$ cat src/pkg/srp_pkg.sv
// Purpose: constants for the session request controller
// Assumes: 200 MHz core clock, 32-bit register port
// Notes:
// How it works
// RL1 - a-role detection of a far request only when srp capable is set
// RL2 - software suspends and powers down the port while idle
// RL3 - transceiver drops bus power valid once port power is off
// RL4 - far device sees two ms of se0 before asking
// RL5 - far device pulses its data line pull-up for five to ten ms
// RL6 - a-role treats data line pulsing as a session request
// RL7 - requester pulses data line and bus power; acceptor needs either one
// RL8 - a detected request sets a sticky flag and raises the interrupt
// RL9 - software answers by turning port power on; valid then rises
// RL10 - b-role starts a request only when srp capable is set
// RL11 - three ms idle sets early suspend, then usb suspend
// RL12 - after suspend in b-role, ask the transceiver to discharge bus power
// RL13 - after session end, two ms of se0 before a request may start
// RL14 - software waits for bus discharge with a serial transceiver
// RL15 - discharge acceleration stays asserted until the request starts
// RL16 - software request bit starts data line pulsing, then bus power pulsing
// RL17 - bus power arriving sets the success change flag and success bit
// RL18 - powered bus after success makes the b-role connect
// RL19 - far device connects once powered, ending its request
package srp_pkg;
	localparam int unsigned CLK_KHZ      = 200000;
	localparam int unsigned IDLE_MS      = 3;
	localparam int unsigned SE0_MS       = 2;
	localparam int unsigned DLP_MS       = 5;
	localparam int unsigned VBP_MS       = 1;
	localparam int unsigned IDLE_CYC     = IDLE_MS * CLK_KHZ;
	localparam int unsigned SE0_CYC      = SE0_MS * CLK_KHZ;
	localparam int unsigned DLP_CYC      = DLP_MS * CLK_KHZ;
	localparam int unsigned VBP_CYC      = VBP_MS * CLK_KHZ;
	localparam int unsigned CNT_W        = 21;

	localparam logic [7:0] CFG_ADDR      = 8'h00;
	localparam logic [7:0] CTRL_ADDR     = 8'h04;
	localparam logic [7:0] STAT_ADDR     = 8'h08;
	localparam logic [7:0] ISTAT_ADDR    = 8'h0C;
	localparam logic [7:0] IMASK_ADDR    = 8'h10;

	localparam int unsigned CFG_SRP_CAP  = 0;
	localparam int unsigned CFG_A_ROLE   = 1;
	localparam int unsigned CTRL_SREQ    = 0;
	localparam int unsigned CTRL_PWR     = 1;
	localparam int unsigned INT_W        = 4;
	localparam int unsigned INT_SRQ      = 0;
	localparam int unsigned INT_ESUSP    = 1;
	localparam int unsigned INT_USUSP    = 2;
	localparam int unsigned INT_SUCC     = 3;
	localparam logic [INT_W-1:0] IMASK_RST = 4'h0;

	typedef enum logic [2:0] {B_IDLE, B_SUSP, B_SE0, B_READY, B_DLP, B_VBP, B_WAIT, B_CONN} bstate_e;
endpackage

$ cat src/core/otg_session_request_ctrl.sv
// Purpose: session request logic of a dual-role usb port
// Assumes: all pins except rst_b synchronous to clk; single 200 MHz domain
// Notes: a-role detects far requests, b-role issues its own
`timescale 1ns/1ps
module otg_session_request_ctrl #(
	parameter int unsigned IDLE_CYC = srp_pkg::IDLE_CYC,
	parameter int unsigned SE0_CYC  = srp_pkg::SE0_CYC,
	parameter int unsigned DLP_CYC  = srp_pkg::DLP_CYC,
	parameter int unsigned VBP_CYC  = srp_pkg::VBP_CYC
) (
	input  wire logic        clk,                     // core clock
	input  wire logic        rst_b,                   // async reset, low
	input  wire logic [7:0]  addr,                    // register byte address
	input  wire logic [31:0] wdata,                   // write data
	input  wire logic        wr,                      // write strobe
	input  wire logic        rd,                      // read strobe
	output logic      [31:0] rdata,                   // read data, cycle after rd
	input  wire logic        bus_idle_in,             // bus shows no activity
	input  wire logic        line_se0,                // both data lines low
	input  wire logic        dp_line_high,            // d+ seen high
	input  wire logic        bus_power_valid_in,      // bus power valid
	input  wire logic        b_session_valid_status,  // b session valid
	input  wire logic        session_end_ind,         // session end
	output logic             vbus_drive_out,          // drive bus power (a-role)
	output logic             bus_power_discharge_req, // discharge request
	output logic             bus_power_charge_req,    // bus power pulsing
	output logic             dp_pullup_en,            // d+ pull-up
	output logic             irq                      // level interrupt
);
	logic                      srp_cap_reg;
	logic                      a_role_reg;
	logic                      sreq_reg;
	logic                      pwr_reg;
	logic                      succ_reg;
	logic [srp_pkg::INT_W-1:0] istat_reg;
	logic [srp_pkg::INT_W-1:0] imask_reg;
	logic [srp_pkg::INT_W-1:0] ev;
	logic [srp_pkg::CNT_W-1:0] idle_cnt_reg;
	logic [srp_pkg::CNT_W-1:0] cnt_reg;
	logic                      esusp_d_reg;
	logic                      susp_reg;
	logic                      dp_d_reg;
	logic                      bsv_d_reg;
	logic                      pv_d_reg;
	srp_pkg::bstate_e          st_reg;
	logic                      esusp_ev;
	logic                      srq_ev;
	logic                      succ_ev;
	logic                      in_req;
	logic                      sreq_wr;

	localparam logic [srp_pkg::CNT_W-1:0] idle_last = srp_pkg::CNT_W'(IDLE_CYC - 1);
	localparam logic [srp_pkg::CNT_W-1:0] se0_last  = srp_pkg::CNT_W'(SE0_CYC - 1);
	localparam logic [srp_pkg::CNT_W-1:0] dlp_last  = srp_pkg::CNT_W'(DLP_CYC - 1);
	localparam logic [srp_pkg::CNT_W-1:0] vbp_last  = srp_pkg::CNT_W'(VBP_CYC - 1);
	assign sreq_wr   = wr && addr == srp_pkg::CTRL_ADDR && wdata[srp_pkg::CTRL_SREQ];

	// register writes
	always_ff @(posedge clk or negedge rst_b)
	begin
		if (!rst_b)
		begin
			srp_cap_reg <= 1'b0;
			a_role_reg  <= 1'b0;
			pwr_reg     <= 1'b0;
			imask_reg   <= srp_pkg::IMASK_RST;
		end
		else if (wr)
		begin
			if (addr == srp_pkg::CFG_ADDR)
			begin
				srp_cap_reg <= wdata[srp_pkg::CFG_SRP_CAP];
				a_role_reg  <= wdata[srp_pkg::CFG_A_ROLE];
			end
			else if (addr == srp_pkg::CTRL_ADDR)
				pwr_reg <= wdata[srp_pkg::CTRL_PWR];
			else if (addr == srp_pkg::IMASK_ADDR)
				imask_reg <= wdata[srp_pkg::INT_W-1:0];
		end
	end

	// request bit: software sets or clears, hardware clears when sequence ends
	always_ff @(posedge clk or negedge rst_b)
	begin
		if (!rst_b)
			sreq_reg <= 1'b0;
		else if (wr && addr == srp_pkg::CTRL_ADDR)
			sreq_reg <= wdata[srp_pkg::CTRL_SREQ];
		else if (st_reg == srp_pkg::B_CONN)
			sreq_reg <= 1'b0;
	end

	// port power from software drives the bus in a-role
	always_ff @(posedge clk or negedge rst_b)
	begin
		if (!rst_b)
			vbus_drive_out <= 1'b0;
		else
			vbus_drive_out <= pwr_reg && a_role_reg;
	end

	// edge history of link inputs
	always_ff @(posedge clk or negedge rst_b)
	begin
		if (!rst_b)
		begin
			dp_d_reg  <= 1'b0;
			bsv_d_reg <= 1'b0;
			pv_d_reg  <= 1'b0;
		end
		else
		begin
			dp_d_reg  <= dp_line_high;
			bsv_d_reg <= b_session_valid_status;
			pv_d_reg  <= bus_power_valid_in;
		end
	end

	// a-role: either pulse kind is enough while bus power is off
	assign srq_ev = srp_cap_reg && a_role_reg && !bus_power_valid_in &&                 // [RL1] [RL7]
		((dp_line_high && !dp_d_reg) || (b_session_valid_status && !bsv_d_reg));       // [RL6]

	// idle timer; saturates at the limit, and susp_reg makes early suspend fire once per idle stretch
	always_ff @(posedge clk or negedge rst_b)
	begin
		if (!rst_b)
			idle_cnt_reg <= '0;
		else if (!bus_idle_in)
			idle_cnt_reg <= '0;
		else if (idle_cnt_reg != idle_last)
			idle_cnt_reg <= idle_cnt_reg + 1'b1;
	end

	assign esusp_ev = bus_idle_in && idle_cnt_reg == idle_last && !susp_reg;          // [RL11]
	always_ff @(posedge clk or negedge rst_b)
	begin
		if (!rst_b)
		begin
			susp_reg    <= 1'b0;
			esusp_d_reg <= 1'b0;
		end
		else
		begin
			susp_reg    <= bus_idle_in && (susp_reg || esusp_ev);
			esusp_d_reg <= esusp_ev;                                                    // [RL11]
		end
	end

	assign in_req  = st_reg == srp_pkg::B_DLP || st_reg == srp_pkg::B_VBP || st_reg == srp_pkg::B_WAIT;
	assign succ_ev = in_req && !a_role_reg && bus_power_valid_in && !pv_d_reg;         // [RL17]
	// b-role sequence
	always_ff @(posedge clk or negedge rst_b)
	begin
		if (!rst_b)
		begin
			st_reg  <= srp_pkg::B_IDLE;
			cnt_reg <= '0;
		end
		else if (a_role_reg)
		begin
			st_reg  <= srp_pkg::B_IDLE;
			cnt_reg <= '0;
		end
		else
		begin
			case (st_reg)
				srp_pkg::B_IDLE:
					if (esusp_d_reg)
						st_reg <= srp_pkg::B_SUSP;                                      // [RL12]
				srp_pkg::B_SUSP:
					if (session_end_ind)
					begin
						st_reg  <= srp_pkg::B_SE0;
						cnt_reg <= '0;
					end
				srp_pkg::B_SE0:
					if (!session_end_ind)
						st_reg <= srp_pkg::B_SUSP;
					else if (!line_se0)
						cnt_reg <= '0;                                                  // [RL13]
					else if (cnt_reg == se0_last)
						st_reg <= srp_pkg::B_READY;                                     // [RL13]
					else
						cnt_reg <= cnt_reg + 1'b1;
				srp_pkg::B_READY:
					if (sreq_reg && srp_cap_reg)
					begin
						st_reg  <= srp_pkg::B_DLP;                                      // [RL10] [RL16]
						cnt_reg <= '0;
					end
				srp_pkg::B_DLP:
					if (succ_ev)
						st_reg <= srp_pkg::B_CONN;
					else if (cnt_reg == dlp_last)
					begin
						st_reg  <= srp_pkg::B_VBP;                                      // [RL16]
						cnt_reg <= '0;
					end
					else
						cnt_reg <= cnt_reg + 1'b1;
				srp_pkg::B_VBP:
					if (succ_ev)
						st_reg <= srp_pkg::B_CONN;
					else if (cnt_reg == vbp_last)
						st_reg <= srp_pkg::B_WAIT;
					else
						cnt_reg <= cnt_reg + 1'b1;
				srp_pkg::B_WAIT:
					if (succ_ev)
						st_reg <= srp_pkg::B_CONN;                                      // [RL18]
					else if (!sreq_reg)
						st_reg <= srp_pkg::B_READY;
				srp_pkg::B_CONN:
					if (!bus_power_valid_in)
						st_reg <= srp_pkg::B_IDLE;
				default:
					st_reg <= srp_pkg::B_IDLE;
			endcase
		end
	end

	// pins follow state one cycle later, straight from flops
	always_ff @(posedge clk or negedge rst_b)
	begin
		if (!rst_b)
		begin
			bus_power_discharge_req <= 1'b0;
			bus_power_charge_req    <= 1'b0;
			dp_pullup_en            <= 1'b0;
		end
		else
		begin
			bus_power_discharge_req <= st_reg == srp_pkg::B_SUSP || st_reg == srp_pkg::B_SE0 ||  // [RL12]
				st_reg == srp_pkg::B_READY;                                             // [RL15]
			bus_power_charge_req    <= st_reg == srp_pkg::B_VBP;                       // [RL16]
			dp_pullup_en            <= st_reg == srp_pkg::B_DLP || st_reg == srp_pkg::B_CONN;  // [RL18]
		end
	end

	// success bit: set by bus power arrival, cleared by a new request
	always_ff @(posedge clk or negedge rst_b)
	begin
		if (!rst_b)
			succ_reg <= 1'b0;
		else if (succ_ev)
			succ_reg <= 1'b1;                                                           // [RL17]
		else if (sreq_wr)
			succ_reg <= 1'b0;
	end

	always_comb
	begin
		ev                   = '0;
		ev[srp_pkg::INT_SRQ]   = srq_ev;                                                // [RL8]
		ev[srp_pkg::INT_ESUSP] = esusp_ev;
		ev[srp_pkg::INT_USUSP] = esusp_d_reg;
		ev[srp_pkg::INT_SUCC]  = succ_ev;
	end

	// sticky status; read clears, a same-cycle event survives
	always_ff @(posedge clk or negedge rst_b)
	begin
		if (!rst_b)
			istat_reg <= '0;
		else if (rd && addr == srp_pkg::ISTAT_ADDR)
			istat_reg <= ev;
		else
			istat_reg <= istat_reg | ev;                                                // [RL8] [RL11]
	end

	always_ff @(posedge clk or negedge rst_b)
	begin
		if (!rst_b)
			irq <= 1'b0;
		else
			irq <= |(istat_reg & imask_reg);                                            // [RL8]
	end

	// read port; unmapped addresses read zero
	always_ff @(posedge clk or negedge rst_b)
	begin
		if (!rst_b)
			rdata <= '0;
		else if (!rd)
			rdata <= '0;
		else if (addr == srp_pkg::CFG_ADDR)
			rdata <= {30'h0, a_role_reg, srp_cap_reg};
		else if (addr == srp_pkg::CTRL_ADDR)
			rdata <= {30'h0, pwr_reg, sreq_reg};
		else if (addr == srp_pkg::STAT_ADDR)
			rdata <= {24'h0, st_reg, susp_reg, session_end_ind, b_session_valid_status,
				bus_power_valid_in, succ_reg};
		else if (addr == srp_pkg::ISTAT_ADDR)
			rdata <= {28'h0, istat_reg};
		else if (addr == srp_pkg::IMASK_ADDR)
			rdata <= {28'h0, imask_reg};
		else
			rdata <= '0;
	end
endmodule // otg_session_request_ctrl

$ cat config.mk
export PLATFORM = sky130hd
export DESIGN_NAME = otg_session_request_ctrl
export DESIGN_NICKNAME = d
export VERILOG_FILES = /design/src/pkg/srp_pkg.sv /design/src/core/otg_session_request_ctrl.sv
export SDC_FILE = /design/constraint.sdc
export NUM_CORES = 1
export LEC_CHECK = 0
export BUFFER_PORTS_ARGS = -buffer_cell sky130_fd_sc_hd__buf_2
export CORE_UTILIZATION = 35
export DETAILED_ROUTE_END_ITERATION = 10
export SKIP_LAST_GASP = 1
export SLEW_MARGIN = 10
export SYNTH_ARGS = -nofsm -noshare
export SYNTH_HDL_FRONTEND = slang
export SYNTH_SLANG_ARGS = --single-unit
$ cat constraint.sdc
create_clock -name clk -period 2.7 [get_ports clk]
set_clock_uncertainty 0.2 [all_clocks]
set_input_delay 0 -clock clk [delete_from_list [all_inputs] [get_ports clk]]
set_output_delay 0 -clock clk [all_outputs]
set_load 0.02 [all_outputs]
==> qor.yml <==
portBuffers: 34
finalWorstPathRequiredPeriod_ns: 2.63
async_flop_share: 1.00
postCtsSetupBuffers: 0
cp_data_required_time_ns: 2.73
yosysSeqAreaShare: 0.444
synth_top_area_frac: 0.444
syn_to_final_growth_pct: 17.8
yosys_warnings: 0
synth_area_leader_cell: "dfrtp_1"
finalSetupViolCount: 0
layout-drive-gt1-share: 0.161
yosys-top-cells-area: "dfrtp_1 (44%), buf_4 (4.4%), and2_1 (3.5%)"
antenna_found_initial: 0
period_share: 0.973
critPathCaptureType: "flop"
synth.most_common_cell: "dfrtp_1"
avgSynthCellArea_um2: 9.48
num_rows: 40
hold_viol: 0
vdd_drop_max_mv: 0.364
power.total_mw: 3.47
drt_iter0_markers: 249
wl_mm: 9.41
synthFlopType: "dfrtp_1"
rsz0062_at_grt: "yes"
grt_max_degree: 77
synth_cells: 452
dr_total_vias: 3457
max_cap_violations: 0
hold_path_class: "in2reg"
use_met2: 0.249
floorplan.initialDensity: 0.358
startpoint_type: "flop"
cts-root-buf: "clkbuf_16"
synth_common_cells: "dfrtp_1 (76), nand2_1 (33), o21ai_0 (27)"
clk-insertion-delay-late_ns: 0.33
synth_edf_count: 0
cts.sink_count: 76
vias_per_cell: 5.28
cts_buffers: 9
cp_max_fo: 20
max-clock-path-buffers: 2
grtUsageMet3: 0.0497
postLayoutCoreUtil: 0.422
n_fill_cell: 1133
powerDensity_mw_per_mm2: 687
fmax_mhz: 381
chipHeight_um: 113
cts-htree-levels: 3
io_pins: 87
die-area_mm2: 0.0127
netlist_area_mm2: 0.00428
grt_pass1_vias: 3259
status: "completed"
num_antenna_cells: 0
cts_tree: "yes"
arrival_ns: 2.66
drcViolationCount: 0
ys_ff_latch: 76
grt.busiest_layer: "met2"
ant_nets: 0
path_class: "reg2reg"
dp.final_hpwl_mm: 6.22
grt_usage: 0.156
overflow: 0
drv_slew: 0
tightestPinTransition_ns: 0.962
wl_per_cell_um: 14.4
grtUsageMet1: 0.203
die_w_um: 113
relSlewSlack: 0.359
final.setup.tns_ns: 0
grt_pass1_wl_mm: 15.7
synth.distinct_cells: 59
gp_congestion: 0.851
first_pass_iters: 5
p_leak_nw: 2.24
coreArea_mm2: 0.0120
reg2reg_slack_ns: 0.07
final_nets: 556
clk_pin_slew_ns: 0.06
[worst paths after layout]
| check | to | startpoint | cells past startpoint |
|---|---|---|---|
| worst max-delay path | cnt_reg[16]$_DFFE_PN0P_ | cnt_reg[1]$_DFFE_PN0P_ | 7 |
| max in group asynchronous | idle_cnt_reg[8]$_DFFE_PN0P_ | rst_b | 2 |
| min in group asynchronous | cnt_reg[13]$_DFFE_PN0P_ | rst_b | 2 |
| worst max register to register | cnt_reg[16]$_DFFE_PN0P_ | cnt_reg[1]$_DFFE_PN0P_ | 7 |
| worst min-delay path | rdata[1]$_DFF_PN0_ | addr[6] | 5 |
| worst min register to register | succ_reg$_DFFE_PN0P_ | succ_reg$_DFFE_PN0P_ | 1 |
[area by class of cell]
cell class,instances,area (µm²),area share
Inverter,8,30.0,0.00595
Timing Repair Buffer,65,465,0.0922
Clock buffer,10,239,0.0473
Multi-Input combinational cell,344,2180,0.431
Tap cell,147,184,0.0364
Sequential cell,76,1900,0.377
Clock inverter,5,52.6,0.0104
[routing by layer]
metal  vias to the layer above  wire length [µm]
met1                      1678              4320
met4                         0                73
met2                        85              4560
met5                         -                 0
li1                       1688                 -
met3                         6               460
[stage by stage]
step / instance area [µm²] / hold WS, ns / worst slack [ns] / instances
floorplan: 4370 / -0.496 / 0.209 / 475
global placement: 4540 / -0.0739 / 0.106 / 621
detailed placement: 4540 / -0.0713 / 0.0653 / 621
CTS: 5020 / 0.0163 / 0.0637 / 655
global route: 5050 / 0.0754 / -0.0154 / 655
finish: 5050 / 0.0288 / 0.0723 / 655
[logic make-up (layout without fill, tap and decap cells)]
kind of cell,after synthesis,count (layout),synth area share
buf+inv,55,88,0.0733
flops,76,76,0.444
compound gates,84,84,0.136
other cells,1,24,0.000875
xor+xnor,16,16,0.0327
simple gates,204,204,0.272
fa+ha+maj,2,2,0.00584
mux,14,14,0.0350
[repair_timing]
item	4_1_cts	5_1_grt
endpoints found under the setup margin	0	7
hold buffers	19	0
resized for setup	0	7
endpoints found under the hold margin	120	0
[critical path: stages, from the launching register on]
cell and delay, ns:
dfrtp_1 0.40, ha_1 0.23, and4_2 0.29, and3_1 0.19
and4_1 0.21, or4b_4 0.53, buf_12 0.17, o41ai_2 0.29
[report_power, final]
part / leakage (nW) / switching [mW] / internal [mW]
clock network: 0.144 / 0.453 / 0.730
registers: 1.02 / 0.0463 / 1.21
logic: 1.08 / 0.620 / 0.406
total: 2.24 / 1.12 / 2.35
[placed cells by master (no fill, tap or decap), types with 3 or more instances in the layout]
cell and n:
mux2i_1 6, nand3_1 20, nand3b_1 4, mux2_2 7, a22oi_1 4, buf_4 12
a21oi_1 8, xnor2_1 11, xor2_1 5, o21ai_0 27, o41ai_2 4, buf_2 33
nor4_2 3, a21o_1 4, nor3_1 19, and3_1 15, nor2b_1 5, inv_1 7
clkinv_2 3, or3_1 5, nand4_1 10, dlygate4sd3_1 19, nor4_1 4, a211oi_1 3
nand2b_1 9, nor2_1 23, a21boi_0 4, dfrtp_1 76, o22ai_1 3, nand2_1 33
o31ai_1 14, conb_1 24, clkbuf_16 9, and2_1 24, nor3b_1 13
No activity file was read; power rests on OpenSTA's default activity.
